### config.mk
export PLATFORM = sky130hd
export DESIGN_NAME = agc_decay_adc_path_config
export DESIGN_NICKNAME = d
export VERILOG_FILES = /design/src/hdl/agc_path_pkg.sv /design/src/hdl/agc_decay_adc_path_config.sv
export VERILOG_INCLUDE_DIRS = /design/src /design/src/hdl
export SDC_FILE = /design/constraint.sdc
export NUM_CORES = 1
export LEC_CHECK = 0
export BUFFER_PORTS_ARGS = -buffer_cell sky130_fd_sc_hd__buf_2
export CAP_MARGIN = 40
export CORE_MARGIN = 3
export CORE_UTILIZATION = 56
export CTS_CLUSTER_SIZE = 20
export DETAILED_ROUTE_END_ITERATION = 8
export PLACE_DENSITY_LB_ADDON = 0.12
export SYNTH_ARGS = -nofsm -noshare
export SYNTH_HDL_FRONTEND = slang
export SYNTH_SLANG_ARGS = --single-unit
### constraint.sdc
create_clock -name clk_i -period 8.12 [get_ports clk_i]
set_input_delay 1.624 -clock clk_i [delete_from_list [all_inputs] [get_ports clk_i]]
set_output_delay 1.624 -clock clk_i [all_outputs]
set_load 0.05 [all_outputs]
### src/hdl/agc_path_consts.svh
// Purpose: Offsets, field positions, reset values and decay constants of the decay/ADC path bank.
// Assumes: Byte-wide registers on a plain strobe port.
// Notes: Times are kept in milliseconds.
`ifndef AGC_PATH_CONSTS_SVH
`define AGC_PATH_CONSTS_SVH

`define OFS_RIGHT_GAIN_DECAY_TIME 7'h6a
`define OFS_ADC_PATH_AND_BUS_ERROR 7'h6b
`define OFS_PAGE_SELECT 7'h00
`define RST_RIGHT_GAIN_DECAY_TIME 8'h00
`define RST_ADC_PATH_AND_BUS_ERROR 8'h00
`define RST_PAGE_SELECT 1'b0

`define DECAY_SRC_BIT 7
`define DECAY_BASE_HI 6
`define DECAY_BASE_LO 5
`define DECAY_MULT_HI 4
`define DECAY_MULT_LO 2
`define PATH_HPF_LEFT_BIT 7
`define PATH_HPF_RIGHT_BIT 6
`define PATH_DECIM_HI 5
`define PATH_DECIM_LO 4
`define PATH_PROG_FILT_BIT 3
`define PATH_BUSERR_DIS_BIT 2
`define PATH_BUSERR_STAT_BIT 0
`define PATH_WRITE_MASK 8'hfc

`define DECAY_BASE0_MS 24'h000032
`define DECAY_BASE1_MS 24'h000096
`define DECAY_BASE2_MS 24'h0000fa
`define DECAY_BASE3_MS 24'h00015e

`define DECAY_CAP_1_MS 24'h000fa0
`define DECAY_CAP_1P5_MS 24'h0015e0
`define DECAY_CAP_2_MS 24'h001f40
`define DECAY_CAP_2P5_MS 24'h002580
`define DECAY_CAP_3_MS 24'h002bc0
`define DECAY_CAP_4_MS 24'h003e80
`define DECAY_CAP_5_MS 24'h004b00
`define DECAY_CAP_5P5_MS 24'h005780

`endif

### src/hdl/agc_path_pkg.sv
// Purpose: Types shared by the decay/ADC path bank.
// Assumes: Nothing beyond the constants header.
// Notes: Divide ratio is coded in half steps, code n meaning ratio (n+2)/2.
package agc_path_pkg;
    typedef logic [23:0] decay_ms_t;
    typedef logic [3:0] adc_clock_divide_ratio_t;
    typedef enum logic [3:0] {
        MIC_DIG_DIG = 4'h1,
        MIC_DIG_ANA = 4'h2,
        MIC_ANA_DIG = 4'h4,
        MIC_ANA_ANA = 4'h8
    } mic_mode_t;
endpackage

### src/hdl/agc_decay_adc_path_config.sv
// Purpose: Right gain-loop decay register and ADC digital path / bus error register.
// Assumes: Host strobes are synchronous and one cycle long; read data appear one cycle later.
// Notes: Registers sit on page 0; page select lives at offset 0 and is visible on both pages.
// Overview of operation
// - Decay source bit 7 picks older timing register 29 or this register's fields.
// - Bits 6-5 give baseline decay of 50, 150, 250 or 350 ms.
// - Bits 4-2 multiply baseline by two to the code, 1 to 128.
// - Decay is capped by divide ratio, 4 s at 1 up to 22.4 s.
// - Bit 7 picks default or programmable high-pass coefficients, left channel.
// - Bit 6 picks default or programmable high-pass coefficients, right channel.
// - Bits 5-4 pick digital or analog microphone per channel for decimation.
// - Bit 3 connects programmable filter to ADC output only with both DACs down.
// - Bit 2 low enables bus error detection and clearing; high disables it.
// - Status bit 0 shows a detected bus error; reading the register clears it.
// - Page select bit 0 chooses the active page; these registers live in page 0.
`include "agc_path_consts.svh"
`timescale 1ns/1ps
`default_nettype none

module agc_decay_adc_path_config (
    // Clock and reset.
    input wire logic clk_i,
    input wire logic reset_i,
    input wire logic clk_en_i,
    // Register port.
    input wire logic [6:0] addr_i,
    input wire logic [7:0] wdata_i,
    input wire logic write_i,
    input wire logic read_i,
    output logic [7:0] rdata_o,
    // Codec context.
    input wire logic [3:0] adc_clock_divide_ratio_i,
    input wire logic [23:0] legacy_decay_ms_i,
    input wire logic adc_highpass_filter_en_i,
    input wire logic dacs_powered_down_i,
    input wire logic bus_error_event_i,
    // Path controls.
    output logic [23:0] right_decay_ms_o,
    output logic hpf_left_prog_coef_o,
    output logic hpf_right_prog_coef_o,
    output logic left_mic_analog_o,
    output logic right_mic_analog_o,
    output logic prog_filter_on_adc_o,
    output logic bus_error_detect_en_o,
    output logic bus_error_clear_o,
    output logic page_sel_o
);

    // =====================================================================
    // Register state.
    // =====================================================================
    logic [7:0] decay_reg_r;
    logic [7:0] decay_reg_nxt;
    logic [7:0] path_reg_r;
    logic [7:0] path_reg_nxt;
    logic bus_err_r;
    logic bus_err_nxt;
    logic page_r;
    logic page_nxt;
    logic [7:0] rdata_r;
    logic [7:0] rdata_nxt;
    logic on_page0;
    logic hit_decay;
    logic hit_path;
    logic hit_page;

    // =====================================================================
    // Address decode.
    // =====================================================================
    always_comb begin
        on_page0 = (page_r == 1'b0);
        hit_decay = on_page0 && (addr_i == `OFS_RIGHT_GAIN_DECAY_TIME);
        hit_path = on_page0 && (addr_i == `OFS_ADC_PATH_AND_BUS_ERROR);
        hit_page = (addr_i == `OFS_PAGE_SELECT);
    end

    // =====================================================================
    // Right decay register.
    // =====================================================================
    always_comb begin
        decay_reg_nxt = decay_reg_r;
        // Reserved low bits are kept as written; host is expected to write zeros.
        if (write_i && hit_decay) begin
            decay_reg_nxt = wdata_i;
        end
    end

    always_ff @(posedge clk_i or posedge reset_i) begin
        if (reset_i) begin
            decay_reg_r <= `RST_RIGHT_GAIN_DECAY_TIME;
        end else if (clk_en_i) begin
            decay_reg_r <= decay_reg_nxt;
        end
    end

    // =====================================================================
    // ADC path register.
    // =====================================================================
    always_comb begin
        path_reg_nxt = path_reg_r;
        // Bits 1 and 0 are not writable; the status bit is held apart.
        if (write_i && hit_path) begin
            path_reg_nxt = wdata_i & `PATH_WRITE_MASK;
        end
    end

    always_ff @(posedge clk_i or posedge reset_i) begin
        if (reset_i) begin
            path_reg_r <= `RST_ADC_PATH_AND_BUS_ERROR;
        end else if (clk_en_i) begin
            path_reg_r <= path_reg_nxt;
        end
    end

    // =====================================================================
    // Page select.
    // =====================================================================
    always_comb begin
        page_nxt = page_r;
        if (write_i && hit_page) begin
            page_nxt = wdata_i[0];
        end
    end

    always_ff @(posedge clk_i or posedge reset_i) begin
        if (reset_i) begin
            page_r <= `RST_PAGE_SELECT;
        end else if (clk_en_i) begin
            page_r <= page_nxt;
        end
    end

    // =====================================================================
    // Bus error status.
    // =====================================================================
    always_comb begin
        bus_err_nxt = bus_err_r;
        if (read_i && hit_path) begin
            bus_err_nxt = 1'b0;
        end
        // A new error in the cycle of the clearing read is kept.
        if (bus_error_event_i && !path_reg_r[`PATH_BUSERR_DIS_BIT]) begin
            bus_err_nxt = 1'b1;
        end
    end

    always_ff @(posedge clk_i or posedge reset_i) begin
        if (reset_i) begin
            bus_err_r <= 1'b0;
        end else if (clk_en_i) begin
            bus_err_r <= bus_err_nxt;
        end
    end

    // =====================================================================
    // Read data.
    // =====================================================================
    always_comb begin
        rdata_nxt = 8'h00;
        if (read_i) begin
            if (hit_decay) begin
                rdata_nxt = decay_reg_r;
            end else if (hit_path) begin
                rdata_nxt = path_reg_r;
                rdata_nxt[`PATH_BUSERR_STAT_BIT] = bus_err_r;
            end else if (hit_page) begin
                rdata_nxt = {7'h00, page_r};
            end
        end
    end

    always_ff @(posedge clk_i or posedge reset_i) begin
        if (reset_i) begin
            rdata_r <= 8'h00;
        end else if (clk_en_i) begin
            rdata_r <= rdata_nxt;
        end
    end

    // =====================================================================
    // Decay time computation.
    // =====================================================================
    agc_path_pkg::decay_ms_t base_ms;
    agc_path_pkg::decay_ms_t cap_ms;
    logic [31:0] scaled_ms;
    agc_path_pkg::decay_ms_t own_ms;
    agc_path_pkg::decay_ms_t decay_nxt;
    agc_path_pkg::decay_ms_t decay_r;

    always_comb begin
        case (decay_reg_r[`DECAY_BASE_HI:`DECAY_BASE_LO])
            2'h0: base_ms = `DECAY_BASE0_MS;
            2'h1: base_ms = `DECAY_BASE1_MS;
            2'h2: base_ms = `DECAY_BASE2_MS;
            default: base_ms = `DECAY_BASE3_MS;
        endcase
    end

    // =====================================================================
    // Decay ceiling.
    // =====================================================================
    // Ratio code n stands for divide ratio (n+2)/2; codes 9 and up keep the top ceiling.
    always_comb begin
        case (adc_clock_divide_ratio_i)
            4'h0: cap_ms = `DECAY_CAP_1_MS;
            4'h1: cap_ms = `DECAY_CAP_1P5_MS;
            4'h2: cap_ms = `DECAY_CAP_2_MS;
            4'h3: cap_ms = `DECAY_CAP_2P5_MS;
            4'h4: cap_ms = `DECAY_CAP_3_MS;
            4'h5: cap_ms = `DECAY_CAP_3_MS;
            4'h6: cap_ms = `DECAY_CAP_4_MS;
            4'h7: cap_ms = `DECAY_CAP_4_MS;
            4'h8: cap_ms = `DECAY_CAP_5_MS;
            4'h9: cap_ms = `DECAY_CAP_5P5_MS;
            4'ha: cap_ms = `DECAY_CAP_5P5_MS;
            default: cap_ms = `DECAY_CAP_5P5_MS;
        endcase
    end

    always_comb begin
        scaled_ms = {8'h00, base_ms} << decay_reg_r[`DECAY_MULT_HI:`DECAY_MULT_LO];
        if (scaled_ms > {8'h00, cap_ms}) begin
            own_ms = cap_ms;
        end else begin
            own_ms = scaled_ms[23:0];
        end
    end

    // =====================================================================
    // Decay source select.
    // =====================================================================
    always_comb begin
        if (decay_reg_r[`DECAY_SRC_BIT]) begin
            decay_nxt = own_ms;
        end else begin
            decay_nxt = legacy_decay_ms_i;
        end
    end

    always_ff @(posedge clk_i or posedge reset_i) begin
        if (reset_i) begin
            decay_r <= 24'h000000;
        end else if (clk_en_i) begin
            decay_r <= decay_nxt;
        end
    end

    // =====================================================================
    // ADC path controls.
    // =====================================================================
    agc_path_pkg::mic_mode_t mic_mode;
    logic hpf_left_r;
    logic hpf_left_nxt;
    logic hpf_right_r;
    logic hpf_right_nxt;
    logic left_mic_r;
    logic left_mic_nxt;
    logic right_mic_r;
    logic right_mic_nxt;
    logic prog_filt_r;
    logic prog_filt_nxt;
    logic detect_en_r;
    logic detect_en_nxt;
    logic err_clear_r;
    logic err_clear_nxt;

    always_comb begin
        case (path_reg_r[`PATH_DECIM_HI:`PATH_DECIM_LO])
            2'h0: mic_mode = agc_path_pkg::MIC_DIG_DIG;
            2'h1: mic_mode = agc_path_pkg::MIC_DIG_ANA;
            2'h2: mic_mode = agc_path_pkg::MIC_ANA_DIG;
            default: mic_mode = agc_path_pkg::MIC_ANA_ANA;
        endcase
        case (mic_mode)
            agc_path_pkg::MIC_DIG_DIG: begin
                left_mic_nxt = 1'b0;
                right_mic_nxt = 1'b0;
            end
            agc_path_pkg::MIC_DIG_ANA: begin
                left_mic_nxt = 1'b0;
                right_mic_nxt = 1'b1;
            end
            agc_path_pkg::MIC_ANA_DIG: begin
                left_mic_nxt = 1'b1;
                right_mic_nxt = 1'b0;
            end
            agc_path_pkg::MIC_ANA_ANA: begin
                left_mic_nxt = 1'b1;
                right_mic_nxt = 1'b1;
            end
            default: begin
                left_mic_nxt = 1'b0;
                right_mic_nxt = 1'b0;
            end
        endcase
    end

    // =====================================================================
    // Path control flags.
    // =====================================================================
    always_comb begin
        hpf_left_nxt = adc_highpass_filter_en_i && path_reg_r[`PATH_HPF_LEFT_BIT];
        hpf_right_nxt = adc_highpass_filter_en_i && path_reg_r[`PATH_HPF_RIGHT_BIT];
        prog_filt_nxt = path_reg_r[`PATH_PROG_FILT_BIT] && dacs_powered_down_i;
        detect_en_nxt = !path_reg_r[`PATH_BUSERR_DIS_BIT];
        err_clear_nxt = bus_error_event_i && !path_reg_r[`PATH_BUSERR_DIS_BIT];
    end

    always_ff @(posedge clk_i or posedge reset_i) begin
        if (reset_i) begin
            hpf_left_r <= 1'b0;
            hpf_right_r <= 1'b0;
            left_mic_r <= 1'b0;
            right_mic_r <= 1'b0;
            prog_filt_r <= 1'b0;
            detect_en_r <= 1'b1;
            err_clear_r <= 1'b0;
        end else if (clk_en_i) begin
            hpf_left_r <= hpf_left_nxt;
            hpf_right_r <= hpf_right_nxt;
            left_mic_r <= left_mic_nxt;
            right_mic_r <= right_mic_nxt;
            prog_filt_r <= prog_filt_nxt;
            detect_en_r <= detect_en_nxt;
            err_clear_r <= err_clear_nxt;
        end
    end

    // =====================================================================
    // Output ports.
    // =====================================================================
    assign rdata_o = rdata_r;
    assign right_decay_ms_o = decay_r;
    assign hpf_left_prog_coef_o = hpf_left_r;
    assign hpf_right_prog_coef_o = hpf_right_r;
    assign left_mic_analog_o = left_mic_r;
    assign right_mic_analog_o = right_mic_r;
    assign prog_filter_on_adc_o = prog_filt_r;
    assign bus_error_detect_en_o = detect_en_r;
    assign bus_error_clear_o = err_clear_r;
    assign page_sel_o = page_r;

endmodule

`default_nettype wire

==> results of run 1 <==
[flip-flops by register name, indices dropped and copies added (netlist names)]
name                   count
bus_error_clear_o          1
decay_reg_r                8
prog_filter_on_adc_o       1
rdata_o                    8
right_decay_ms_o          24
hpf_right_prog_coef_o      1
page_sel_o                 1
bus_err_r                  1
left_mic_analog_o          1
path_reg_r                 6
hpf_left_prog_coef_o       1
bus_error_detect_en_o      1
right_mic_analog_o         1
[synthesized netlist by cell type, drive strengths merged, types with 9 or more instances]
cell type and instances:
nand2 14, nor2b 9, inv 20, nor2 12
clkbuf 12, a22o 11, ha 15, mux2 19
dfrtp 54, o21ai 13, a21oi 19, mux2i 13
[final cells by class]
| class | count | share of cell area [%] |
|---|---|---|
| Timing Repair Buffer | 92 | 12.43 |
| Inverter | 21 | 2.106 |
| Clock buffer | 6 | 1.939 |
| Clock inverter | 2 | 1.036 |
| Multi-Input combinational cell | 205 | 43.35 |
| Tap cell | 70 | 2.340 |
| Sequential cell | 55 | 36.80 |
[layer usage]
layer  vias to the layer above  global-route usage, %  routed length, µm
met5                         -                      0                  0
met2                        93                  36.12               3218
li1                       1266                      -                  -
met3                         8                  4.767                587
met4                         0                  5.236                 75
met1                      1243                  34.15               3285
[power breakdown]
part           internal [mW]  switching [mW]
Clock                 0.0934          0.0936
Combinational         0.0469          0.0974
Sequential             0.290          0.0126
Total                  0.430           0.204
[worst max-delay path by stage]
| stage | start | endpoint | slack, ns |
|---|---|---|---|
| 2_1_floorplan | adc_clock_divide_ratio_i[2] | right_decay_ms_o[10]$_DFFE_PP0P_ | 4.31 |
| 3_3_place_gp | adc_clock_divide_ratio_i[1] | right_decay_ms_o[5]$_DFFE_PP0P_ | 3.98 |
| 3_5_place_dp | adc_clock_divide_ratio_i[1] | right_decay_ms_o[8]$_DFFE_PP0P_ | 3.80 |
| 4_1_cts | adc_clock_divide_ratio_i[1] | right_decay_ms_o[8]$_DFFE_PP0P_ | 4.12 |
| 5_1_grt | adc_clock_divide_ratio_i[1] | right_decay_ms_o[11]$_DFFE_PP0P_ | 3.92 |
| 6_report | adc_clock_divide_ratio_i[1] | right_decay_ms_o[8]$_DFFE_PP0P_ | 4.11 |
[stage by stage]
stage	setup slack, ns	total power, mW	hold WS [ns]
final	4.112	0.6337	0.4565
after global routing	3.924	0.6645	0.4967
after CTS	4.124	0.6379	0.4633
after detailed placement	3.799	0.4516	0.4495
after global placement	3.977	0.4486	0.4512
after floorplan	4.310	0.4094	0.4174
[logic make-up (layout without fill, tap and decap cells)]
group | Yosys count | count (layout)
flops | 55 | 55
fa+ha+maj | 15 | 15
compound gates | 78 | 78
mux | 33 | 33
buf+inv | 35 | 121
simple gates | 79 | 79
==> results.rst, run 1 <==
.. list-table::
   :header-rows: 1

   * - Metric
     - Value
   * - WP data required
     - 8.30 ns
   * - Core occupancy in the finished layout
     - 71.04%
   * - Startpoint of the worst-slack reg-to-reg timing path
     - decay_reg_r[5]$_DFFE_PP0P_
   * - Gpl congestion
     - 0.8633
   * - Final setup viols
     - 0
   * - Fill cell instance count of the final layout
     - 424
   * - Resized Gates After CTS
     - 0
   * - Crit path max-delay cell type
     - sky130_fd_sc_hd__nor4_2
   * - Slew Limit Headroom
     - 49.03%
   * - Placeable core region
     - 0.005270 mm²
   * - Synthesized-area fraction occupied by xor and xnor cells
     - 0%
   * - Detailed-route via count
     - 2610
   * - Worst path bufs/invs
     - 2
   * - Post-Synthesis Mean Instance Area
     - 10.64 µm²
   * - Final WL
     - 7166 µm
   * - Clock tree from TritonCTS
     - yes
   * - Main combinational cell family by area after synthesis
     - compound AO/OA/AOI/OAI gates
   * - Min Tclk post-route
     - 4.008 ns
   * - Path category of the worst min-delay check
     - register to register
   * - Initial drt markers
     - 162
   * - Yosys top cell area share
     - 43.05%
   * - Total of hold buffers inserted after clock tree synthesis
     - 0
   * - Max Fanout on Critical Path
     - 7
   * - Period Utilization, post-route
     - 49.36%
   * - Highest achievable clock rate
     - 249.5 MHz
   * - CTS Root Buffer Type
     - sky130_fd_sc_hd__clkbuf_8
   * - Worst-skew pair later-pin latency
     - 0.31 ns
   * - Global routing usage summed across all routing layers
     - 23.42%
   * - Count of state elements after synthesis
     - 55
   * - Power per Cell Area
     - 169.3 mW/mm²
   * - Drt via density
     - 5.787
   * - Pin slew with the least headroom to its limit
     - 0.7598 ns
   * - Adder-cell share of the synthesized area
     - 5.978%
   * - Die W
     - 80.87 µm
   * - Multi-input gate area in the final layout
     - 0.001623 mm²
   * - Peak supply drop
     - 0.1107 mV
   * - Routed len/inst
     - 15.89 µm
   * - Share of the synthesized area in compound gates (AO/OA/AOI/OAI)
     - 19.33%
   * - Capturing element type of the critical path
     - register
   * - Most common cell after layout, fill and taps aside
     - sky130_fd_sc_hd__buf_2
   * - Most frequent cells in the layout
     - 90 x sky130_fd_sc_hd__buf_2, 54 x sky130_fd_sc_hd__dfrtp_1, 19 x sky130_fd_sc_hd__mux2_2, 19 x sky130_fd_sc_hd__a21oi_1, 18 x sky130_fd_sc_hd__inv_1
   * - IO Count
     - 91
   * - Cell family contributing the most delay on the critical path
     - simple AND/OR/NAND/NOR gates
   * - Count of final max-slew check failures
     - 0
   * - Simple-gate area share of the yosys netlist
     - 14.59%
   * - HP Start
     - path_reg_r[2]$_DFFE_PP0P_
   * - Vias in the first global route
     - 2537
   * - RSZ-0062 raised after global routing
     - no
   * - Dominant cell type by area after synthesis
     - sky130_fd_sc_hd__dfrtp_1
   * - Startpoint types
     - input pin
   * - CTS buffer count
     - 5
   * - Multiplexer fraction of the synthesized cell area
     - 11.80%
   * - Cell breakdown of the critical path
     - buf_2 > inv_1 > ha_1 > mux2_2 > o21ai_0 > ha_1 > nand3_1 > nor4_2 > or3_1 > o221ai_2
   * - Final Instance Count excl. Fillers
     - 451
   * - Maximum level of the CTS H-tree
     - 2
   * - Fin Setup TNS
     - 0 ns
   * - Sequential cell area
     - 0.001378 mm²
   * - Maximum number of pins on one net before global-route repair
     - 56
   * - Net count reported at finish
     - 446
   * - R2R cell count
     - 11
   * - Die H
     - 80.87 µm
   * - Status
     - completed
   * - Final worst clock skew
     - 0.009466 ns
   * - Share of post-route cells with drive strength above 1
     - 36.22%
   * - Net Count, Synth
     - 361
   * - Most instantiated flip-flop cell in the synthesis netlist
     - sky130_fd_sc_hd__dfrtp_1
   * - Placement Rows
     - 26
   * - Residual DRC
     - 0
   * - Post-synthesis cell type count
     - 50
   * - Worst path arrival time
     - 4.19 ns
   * - Reg-to-reg setup timing slack
     - 4.40 ns
   * - Sequential element share of the synthesized area
     - 43.88%
   * - Inserted Diodes
     - 0
   * - Overflow after GRT
     - 0
   * - Most frequent cell on the critical path
     - sky130_fd_sc_hd__ha_1
   * - Wire length of the first global-routing pass
     - 11990 µm
   * - Quantity of I/O buffers inserted on ports
     - 90
   * - Static Leakage
     - 1.900 nW
   * - Total die area
     - 0.006540 mm²
   * - Proportion of synthesized flip-flops having asynchronous set or reset
     - 100.0%
   * - Post-CTS Setup Bufs
     - 0
   * - Maximum number of buffers from clock root to sink
     - 2
   * - Initial core utilization
     - 59.57%
   * - Standard cell area after detailed placement
     - 0.003632 mm²
   * - Synthesized netlist cell count
     - 295
   * - Endpoints failing hold
     - 0
   * - Area growth from synthesis to final layout
     - 19.25%
   * - Antenna violations before repair
     - 0
   * - Max-cap viol count
     - 0
   * - Endpoint, Worst Hold
     - bus_error_detect_en_o$_DFFE_PP1P_
   * - Post-detailed-placement half-perimeter wirelength
     - 5187 µm
   * - Worst Hold Depth
     - 1
   * - Count of clock tree sinks
     - 55
   * - Instance count on the critical path
     - 10
   * - Syn. warnings
     - 0
   * - Reg-to-reg critical path endpoint
     - right_decay_ms_o[8]$_DFFE_PP0P_
   * - Critical path class
     - input pin to register
   * - Total standard cell area after synthesis
     - 0.003139 mm²
   * - Final Cell Area
     - 0.003744 mm²
   * - Post-CTS clock slew at the launch and capture registers of the worst setup and hold paths
     - 0.10 ns
   * - Count of flip-flops with a built-in enable after synthesis
     - 0
   * - Number of routed nets with antenna violations
     - 0
   * - Post-placement cell count
     - 443
   * - Cells taking the most area after synthesis
     - sky130_fd_sc_hd__dfrtp_1 43%, sky130_fd_sc_hd__mux2_2 6.8%, sky130_fd_sc_hd__ha_1 6.0%
   * - Slowest Stage Delay on Critical Path
     - 0.65 ns
   * - DRT Pass-1 Iters
     - 5
Note: power is estimated with default switching activity, not from simulation.
==> run 2: changes to the inputs <==
--- a/config.mk
+++ b/config.mk
@@ -6,10 +6,11 @@
 export SDC_FILE = /design/constraint.sdc
 export NUM_CORES = 1
 export LEC_CHECK = 0
+export ABC_AREA = 1
 export BUFFER_PORTS_ARGS = -buffer_cell sky130_fd_sc_hd__buf_2
 export CAP_MARGIN = 40
 export CORE_MARGIN = 3
-export CORE_UTILIZATION = 56
+export CORE_UTILIZATION = 53
 export CTS_CLUSTER_SIZE = 20
 export DETAILED_ROUTE_END_ITERATION = 8
 export PLACE_DENSITY_LB_ADDON = 0.12
==> constraint.sdc (replaced) <==
create_clock -name clk_i -period 3.9 [get_ports clk_i]
set_input_delay 0.78 -clock clk_i [delete_from_list [all_inputs] [get_ports clk_i]]
set_output_delay 0.78 -clock clk_i [all_outputs]
set_load 0.05 [all_outputs]
==> results.rst, run 2 <==
.. list-table::
   :header-rows: 1

   * - Metric
     - Value
   * - Setup crit start
     - decay_reg_r[5]$_DFFE_PP0P_
   * - Most instantiated flip-flop cell in the synthesis netlist
     - sky130_fd_sc_hd__dfrtp_1
   * - Critical path class
     - register to register
   * - Startpoint types
     - register
   * - Reg-to-reg critical path endpoint
     - right_decay_ms_o[9]$_DFFE_PP0P_
   * - Detailed-route via count
     - 3167 (+21%)
   * - Internal power
     - 0.8505 mW (+98%)
   * - Antenna violations before repair
     - 0 (unchanged)
   * - Final worst clock skew
     - 0.01111 ns (+0.001644 ns)
   * - Initial core utilization
     - 55.67% (-3.9 points)
   * - Total of hold buffers inserted after clock tree synthesis
     - 0 (unchanged)
   * - Reg-to-reg setup timing slack
     - 0.84 ns (-3.56 ns)
   * - Gpl congestion
     - 0.9342 (+8.2%)
   * - Count of final max-slew check failures
     - 0 (unchanged)
   * - Most frequent cells in the layout
     - 90 x sky130_fd_sc_hd__buf_2, 86 x sky130_fd_sc_hd__nand2_1, 71 x sky130_fd_sc_hd__inv_1, 70 x sky130_fd_sc_hd__nand3_1, 54 x sky130_fd_sc_hd__dfrtp_1
   * - Endpoints failing hold
     - 0 (unchanged)
   * - Clock tree from TritonCTS
     - yes
   * - Peak supply drop
     - 0.2667 mV (+140%)
   * - Fin Setup TNS
     - 0 ns (unchanged)
   * - Die H
     - 85.56 µm (+5.8%)
   * - Wire length of the first global-routing pass
     - 13430 µm (+12%)
   * - Maximum level of the CTS H-tree
     - 2 (unchanged)
   * - Placeable core region
     - 0.006026 mm² (+14%)
   * - Max-cap viol count
     - 0 (unchanged)
   * - R2R cell count
     - 19 (+8)
   * - Capturing element type of the critical path
     - register
   * - Post-synthesis cell type count
     - 36 (-28%)
   * - Maximum number of buffers from clock root to sink
     - 2 (unchanged)
   * - CTS buffer count
     - 5 (unchanged)
   * - Count of flip-flops with a built-in enable after synthesis
     - 0 (unchanged)
   * - Share of post-route cells with drive strength above 1
     - 23.57% (-13 points)
   * - Vias in the first global route
     - 2880 (+14%)
   * - Dominant cell type by area after synthesis
     - sky130_fd_sc_hd__dfrtp_1
   * - Total standard cell area after synthesis
     - 0.003354 mm² (+6.9%)
   * - Quantity of I/O buffers inserted on ports
     - 90 (unchanged)
   * - Combinational cell fraction of total power
     - 24.7% (+1.9 points)
   * - Largest register FFs
     - 24 (unchanged)
   * - Count of clock tree sinks
     - 55 (unchanged)
   * - Cell with the most instances after synthesis
     - sky130_fd_sc_hd__nand2_1
   * - DRT Pass-1 Iters
     - 4 (-1)
   * - Max Fanout on Critical Path
     - 12 (+5)
   * - Overflow after GRT
     - 0 (unchanged)
   * - RSZ-0062 raised after global routing
     - no
   * - Area growth from synthesis to final layout
     - 17.42%
   * - Core occupancy in the finished layout
     - 65.37% (-5.7 points)
   * - Sw frac
     - 34.29% (+2.2 points)
   * - Highest achievable clock rate
     - 326.6 MHz
   * - Resized Gates After CTS
     - 0 (unchanged)
   * - Worst path arrival time
     - 3.26 ns (-0.93 ns)
   * - Sequential element share of the synthesized area
     - 41.07% (-2.8 points)
   * - Initial drt markers
     - 222 (+37%)
   * - Period Utilization, post-route
     - 78.51%
   * - Maximum number of pins on one net before global-route repair
     - 42 (-25%)
   * - Total die area
     - 0.007320 mm² (+12%)
   * - Die W
     - 85.56 µm (+5.8%)
   * - Relative contribution of the clock network to total power
     - 26.1% (-3.4 points)
   * - Net Count, Synth
     - 508 (+41%)
   * - Most common cell after layout, fill and taps aside
     - sky130_fd_sc_hd__buf_2
   * - Post-detailed-placement half-perimeter wirelength
     - 6182 µm (+19%)
   * - Path category of the worst min-delay check
     - input pin to asynchronous set/reset pin
   * - Power per Cell Area
     - 328.6 mW/mm² (+94%)
   * - Status
     - completed
   * - Worst setup path endpoint
     - right_decay_ms_o[9]$_DFFE_PP0P_
   * - WP data required
     - 4.10 ns (-4.20 ns)
   * - Routed len/inst
     - 13.09 µm (-18%)
   * - Final WL
     - 7865 µm (+9.8%)
   * - Post-CTS clock slew at the launch and capture registers of the worst setup and hold paths
     - 0.10 ns (about the same)
   * - Placement Rows
     - 28 (+7.7%)
   * - Inserted Diodes
     - 0 (unchanged)
   * - Residual DRC
     - 0 (unchanged)
   * - Startpoint of the worst-slack reg-to-reg timing path
     - decay_reg_r[5]$_DFFE_PP0P_
   * - Pin slew with the least headroom to its limit
     - 0.6694 ns (-0.09043 ns)
   * - Yosys top cell area share
     - 40.28% (-2.8 points)
   * - Synthesized netlist cell count
     - 442 (+50%)
   * - Drt via density
     - 5.270 (-8.9%)
   * - Proportion of power drawn by flip-flops and latches
     - 49.2% (+1.5 points)
   * - IO Count
     - 91 (unchanged)
   * - Commonest cells in the synthesized netlist
     - 86 x sky130_fd_sc_hd__nand2_1, 72 x sky130_fd_sc_hd__inv_1, 70 x sky130_fd_sc_hd__nand3_1, 54 x sky130_fd_sc_hd__dfrtp_1, 42 x sky130_fd_sc_hd__o21ai_0
   * - Cells taking the most area after synthesis
     - sky130_fd_sc_hd__dfrtp_1 40%, sky130_fd_sc_hd__nand3_1 10%, sky130_fd_sc_hd__nand2_1 9.6%
   * - Fill cell instance count of the final layout
     - 538 (+27%)
   * - CTS Root Buffer Type
     - sky130_fd_sc_hd__clkbuf_8
   * - Syn. warnings
     - 0 (unchanged)
   * - Proportion of synthesized flip-flops having asynchronous set or reset
     - 100.0% (unchanged)
   * - Final setup viols
     - 0 (unchanged)
   * - Net count reported at finish
     - 591 (+33%)
   * - Count of state elements after synthesis
     - 55 (unchanged)
   * - Sw power
     - 0.4439 mW (+120%)
   * - Number of routed nets with antenna violations
     - 0 (unchanged)
   * - Post-Synthesis Mean Instance Area
     - 7.589 µm² (-29%)
   * - Slew Limit Headroom
     - 55.32% (+6.3 points)
   * - Global routing usage summed across all routing layers
     - 22.34% (-1.1 points)
   * - Post-CTS Setup Bufs
     - 0 (unchanged)
   * - Worst-skew pair later-pin latency
     - 0.31 ns (about the same)
   * - Min Tclk post-route
     - 3.062 ns
   * - Static Leakage
     - 2.262 nW (+19%)
## run 2: changes by cell type after synthesis, sizes merged, moves of 13 or more
cell / delta
o21ai: +32
mux2i: -13
nand3: +67
inv: +55
nand2: +76
## run 2: logic make-up (layout without fill, tap and decap cells)
logic type	Yosys count	count (layout)	share of synthesized area [%]
flip-flops	55	55	41.07
adder cells (fa/ha/maj)	15	15	5.595
buffers and inverters	94	178	11.49
AO/OA/AOI/OAI	70	70	11.12
AND/OR/NAND/NOR	198	198	27.38
multiplexers	10	10	3.357
## run 2: layout make-up
class / instances / area, µm² / area share (%)
multi-input cells: 293 / 1592 / 40.41
flip-flops and latches: 55 / 1378 / 34.97
repair buffers: 93 / 485.5 / 12.33
inverters: 77 / 290.3 / 7.370
well taps: 75 / 93.84 / 2.382
clock buffers: 6 / 82.58 / 2.097
clock inverters: 2 / 17.52 / 0.4447
## run 2: worst max-delay path, stage by stage, from the launching register on
cell and delay [ns]:
sky130_fd_sc_hd__dfrtp_1 0.51, sky130_fd_sc_hd__inv_1 0.11, sky130_fd_sc_hd__ha_1 0.20, sky130_fd_sc_hd__nor2_1 0.12, sky130_fd_sc_hd__nand2_1 0.10, sky130_fd_sc_hd__nand3_1 0.12
sky130_fd_sc_hd__nand2_1 0.06, sky130_fd_sc_hd__nand2_1 0.06, sky130_fd_sc_hd__o21a_1 0.18, sky130_fd_sc_hd__inv_1 0.06, sky130_fd_sc_hd__ha_1 0.29, sky130_fd_sc_hd__nand2_1 0.07
sky130_fd_sc_hd__nor2_1 0.14, sky130_fd_sc_hd__nand2_1 0.08, sky130_fd_sc_hd__nor2_1 0.13, sky130_fd_sc_hd__nand4_2 0.24, sky130_fd_sc_hd__nand2_2 0.27, sky130_fd_sc_hd__nand2_1 0.08
sky130_fd_sc_hd__nand3_1 0.09, sky130_fd_sc_hd__nand2_1 0.05
## run 2: power groups by stage
| stage | clock [mW] | combinational, mW | sequential, mW |
|---|---|---|---|
| detailed placement | 0 | 0.320 | 0.648 |
| finish | 0.337 | 0.320 | 0.637 |
| global route | 0.370 | 0.354 | 0.643 |
| floorplan | 0 | 0.134 | 0.739 |
| CTS | 0.347 | 0.321 | 0.637 |
| global placement | 0 | 0.313 | 0.647 |
## run 2: how the worst min path moves through the flow
stage	end	cells past startpoint	slack [ns]
floorplan	decay_reg_r[0]$_DFFE_PP0P_	2	0.45
global placement	decay_reg_r[0]$_DFFE_PP0P_	2	0.47
detailed placement	right_decay_ms_o[4]$_DFFE_PP0P_	2	0.48
CTS	right_decay_ms_o[22]$_DFFE_PP0P_	2	0.40
global route	right_decay_ms_o[0]$_DFFE_PP0P_	2	0.41
finish	right_decay_ms_o[22]$_DFFE_PP0P_	2	0.40
## run 2: routing by layer
layer | part of all wire [%] | GRT usage, %
met3 | 7.3 | 3.746
met5 | 0 | 0
met2 | 43 | 34.04
met1 | 48 | 33.91
met4 | 1.0 | 4.029
## run 2: metrics by stage
stage                     instances  worst slack, ns  hold slack (ns)  total power, mW  area [µm²]
after floorplan                 442            1.409           0.4457           0.8726        3354
after global placement          592           0.9546           0.4666           0.9595        3819
after detailed placement        593           0.8651           0.4834           0.9678        3839
after CTS                       601           0.8580           0.4009            1.304        3939
after global routing            601           0.4647           0.4083            1.367        3939
final                           601           0.8380           0.3960            1.294        3939
==> run 3: changes to the inputs <==
--- a/config.mk
+++ b/config.mk
@@ -6,11 +6,11 @@
 export SDC_FILE = /design/constraint.sdc
 export NUM_CORES = 1
 export LEC_CHECK = 0
-export ABC_AREA = 1
+export ABC_AREA = 0
 export BUFFER_PORTS_ARGS = -buffer_cell sky130_fd_sc_hd__buf_2
 export CAP_MARGIN = 40
 export CORE_MARGIN = 3
-export CORE_UTILIZATION = 53
+export CORE_UTILIZATION = 47
 export CTS_CLUSTER_SIZE = 20
 export DETAILED_ROUTE_END_ITERATION = 8
 export PLACE_DENSITY_LB_ADDON = 0.12
==> constraint.sdc (replaced) <==
create_clock -name clk_i -period 2.5 [get_ports clk_i]
set_input_delay 0.5 -clock clk_i [delete_from_list [all_inputs] [get_ports clk_i]]
set_output_delay 0.5 -clock clk_i [all_outputs]
set_load 0.05 [all_outputs]
==> results.rst, run 3 (synthesized netlist as in run 1, its figures left out) <==
.. list-table::
   :header-rows: 1

   * - Metric
     - Value
   * - Status
     - finished with violations
   * - Failing checks
     - negative setup slack
   * - Peak supply drop
     - 0.3459 mV (+30%)
   * - Sequential cell area
     - 0.001380 mm² (+0.18%)
   * - Slowest Stage Delay on Critical Path
     - 0.42 ns (-0.09 ns)
   * - Post-detailed-placement half-perimeter wirelength
     - 6245 µm (+1.0%)
   * - Cell breakdown of the critical path
     - inv_2 > ha_4 > or3b_4 > a21oi_2 > a31oi_2 > a21oi_1 > inv_1 > ha_4 > nand4_1 > a211oi_2 > a211o_1 > nor3_4 > a221o_1
   * - Pin slew with the least headroom to its limit
     - 0.5674 ns (-0.1021 ns)
   * - Max-cap viol count
     - 0 (unchanged)
   * - Maximum number of buffers from clock root to sink
     - 2 (unchanged)
   * - Final worst clock skew
     - 0.006523 ns (-0.004588 ns)
   * - RSZ-0062 raised after global routing
     - yes
   * - Multi-input gate area in the final layout
     - 0.001748 mm² (+9.8%)
   * - Routed len/inst
     - 15.21 µm (+16%)
   * - Final WL
     - 7911 µm (+0.58%)
   * - Most frequent cells in the layout
     - 90 x sky130_fd_sc_hd__buf_2, 62 x sky130_fd_sc_hd__buf_4, 52 x sky130_fd_sc_hd__dfrtp_1, 19 x sky130_fd_sc_hd__mux2_2, 18 x sky130_fd_sc_hd__inv_1
   * - Total die area
     - 0.007696 mm² (+5.1%)
   * - Share of post-route cells with drive strength above 1
     - 49.44% (+26 points)
   * - WP data required
     - 2.70 ns (-1.40 ns)
   * - Largest register FFs
     - 24 (unchanged)
   * - Fin Setup TNS
     - -7.094 ns (-7.094 ns)
   * - Most frequent cell on the critical path
     - sky130_fd_sc_hd__ha_4
   * - Initial drt markers
     - 125 (-44%)
   * - Min Tclk post-route
     - 3.038 ns (-0.02416 ns)
   * - Most common cell after layout, fill and taps aside
     - sky130_fd_sc_hd__buf_2
   * - Capturing element type of the critical path
     - register
   * - Final setup viols
     - 14 (+14)
   * - Detailed-route via count
     - 2794 (-12%)
   * - Final worst hold slack
     - 0.2117 ns (-0.1842 ns)
   * - Placeable core region
     - 0.006422 mm² (+6.6%)
   * - Global routing usage summed across all routing layers
     - 21.18% (-1.2 points)
   * - Critical path class
     - register to register
   * - Net count reported at finish
     - 508 (-14%)
   * - Antenna violations before repair
     - 0 (unchanged)
   * - Area growth from synthesis to final layout
     - 38.46%
   * - Highest achievable clock rate
     - 329.2 MHz (+0.80%)
   * - Core occupancy in the finished layout
     - 67.68% (+2.3 points)
   * - Die W
     - 87.73 µm (+2.5%)
   * - Crit path max-delay cell type
     - sky130_fd_sc_hd__dfrtp_2
   * - Max Fanout on Critical Path
     - 4 (-8)
   * - Power per Cell Area
     - 471.1 mW/mm² (+43%)
   * - Startpoint types
     - register
   * - Worst-skew pair later-pin latency
     - 0.31 ns (about the same)
   * - DRT Pass-1 Iters
     - 4 (unchanged)
   * - Post-CTS clock slew at the launch and capture registers of the worst setup and hold paths
     - 0.10 ns (about the same)
   * - Initial core utilization
     - 48.88% (-6.8 points)
   * - Placement Rows
     - 29 (+3.6%)
   * - Period Utilization, post-route
     - 121.5% (+43 points)
   * - Quantity of I/O buffers inserted on ports
     - 90 (unchanged)
   * - Endpoints failing hold
     - 0 (unchanged)
   * - Overflow after GRT
     - 0 (unchanged)
   * - Drt via density
     - 5.373 (+2.0%)
   * - Count of clock tree sinks
     - 55 (unchanged)
   * - Vias in the first global route
     - 2702 (-6.2%)
   * - Clock tree from TritonCTS
     - yes
   * - Gpl congestion
     - 0.8136 (-13%)
   * - Residual DRC
     - 0 (unchanged)
   * - IO Count
     - 91 (unchanged)
   * - Slew Limit Headroom
     - 61.97% (+6.6 points)
   * - Fill cell instance count of the final layout
     - 541 (+0.56%)
   * - Count of final max-slew check failures
     - 0 (unchanged)
   * - Wire length of the first global-routing pass
     - 12840 µm (-4.4%)
   * - Worst path arrival time
     - 3.23 ns (-0.03 ns)
   * - Maximum number of pins on one net before global-route repair
     - 33 (-21%)
   * - Inserted Diodes
     - 0 (unchanged)
   * - Path category of the worst min-delay check
     - input pin to asynchronous set/reset pin
   * - Static Leakage
     - 2.211 nW (-2.3%)
   * - Number of routed nets with antenna violations
     - 0 (unchanged)
   * - Worst Slack Setup Final
     - -0.5379 ns (-1.376 ns)
   * - Die H
     - 87.73 µm (+2.5%)
   * - CTS Root Buffer Type
     - sky130_fd_sc_hd__clkbuf_8
   * - Maximum level of the CTS H-tree
     - 2 (unchanged)
   * - CTS buffer count
     - 5 (unchanged)
run 3: what timing repair did:
action | in CTS | in global routing
resized for setup | 2 | 6
setup endpoints to repair | 14 | 14
buffers inserted | 2 | 1
endpoints found under the hold margin | 0 | 0
pin swaps | 4 | 3
cloned | 0 | 0
hold buffers | 0 | 0
run 3: routing by layer:
metal  wire [µm]  part of all wire, %  GRT usage (%)
met1        3549                   45          28.31
met2        4006                   51          36.03
met3         285                  3.6          3.481
met4          69                 0.87          5.160
met5           0                    0              0
run 3: final cells by class:
type | count | share of cell area [%]
Inverter | 21 | 1.813
Tap cell | 77 | 2.216
Clock inverter | 3 | 0.4318
Timing Repair Buffer | 154 | 21.99
Clock buffer | 5 | 1.583
Sequential cell | 55 | 31.75
Multi-Input combinational cell | 205 | 40.21
run 3: path summary, 6_finish.rpt:
path                                       startpoint                                 to  slack [ns]  cells after the start
min in group clk_i              legacy_decay_ms_i[22]   right_decay_ms_o[22]$_DFFE_PP0P_        0.39                      2
min                                           reset_i   hpf_left_prog_coef_o$_DFFE_PP0P_        0.21                      2
min reg2reg                 path_reg_r[2]$_DFFE_PP0P_  bus_error_detect_en_o$_DFFE_PP1P_        0.47                      1
max reg2reg                decay_reg_r[5]$_DFFE_PP0P_    right_decay_ms_o[3]$_DFFE_PP0P_       -0.54                     13
max in group asynchronous                     reset_i  bus_error_detect_en_o$_DFFE_PP1P_        1.67                      3
max                        decay_reg_r[5]$_DFFE_PP0P_    right_decay_ms_o[3]$_DFFE_PP0P_       -0.54                     13
run 3: stage by stage:
| step | setup WS [ns] | instance area, µm² | power (mW) | cells |
|---|---|---|---|---|
| floorplan | -0.5338 | 3219 | 1.346 | 295 |
| global placement | -0.6332 | 4177 | 1.553 | 509 |
| detailed placement | -0.7265 | 4177 | 1.566 | 509 |
| CTS | -0.5723 | 4304 | 2.059 | 519 |
| global route | -0.7201 | 4347 | 2.151 | 520 |
| finish | -0.5379 | 4347 | 2.048 | 520 |
run 3: where the power goes:
part | switching [mW] | internal (mW) | total, mW
Clock | 0.294 | 0.198 | 0.492
Sequential | 0.0352 | 0.942 | 0.977
Combinational | 0.351 | 0.228 | 0.579
run 3: worst max-delay path: cells and delay by family (launching register included):
family,cells,cell delay (ns)
compound gates,6,1.31
fa+ha+maj,2,0.43
buf+inv,2,0.18
flops,1,0.42
simple gates,3,0.58
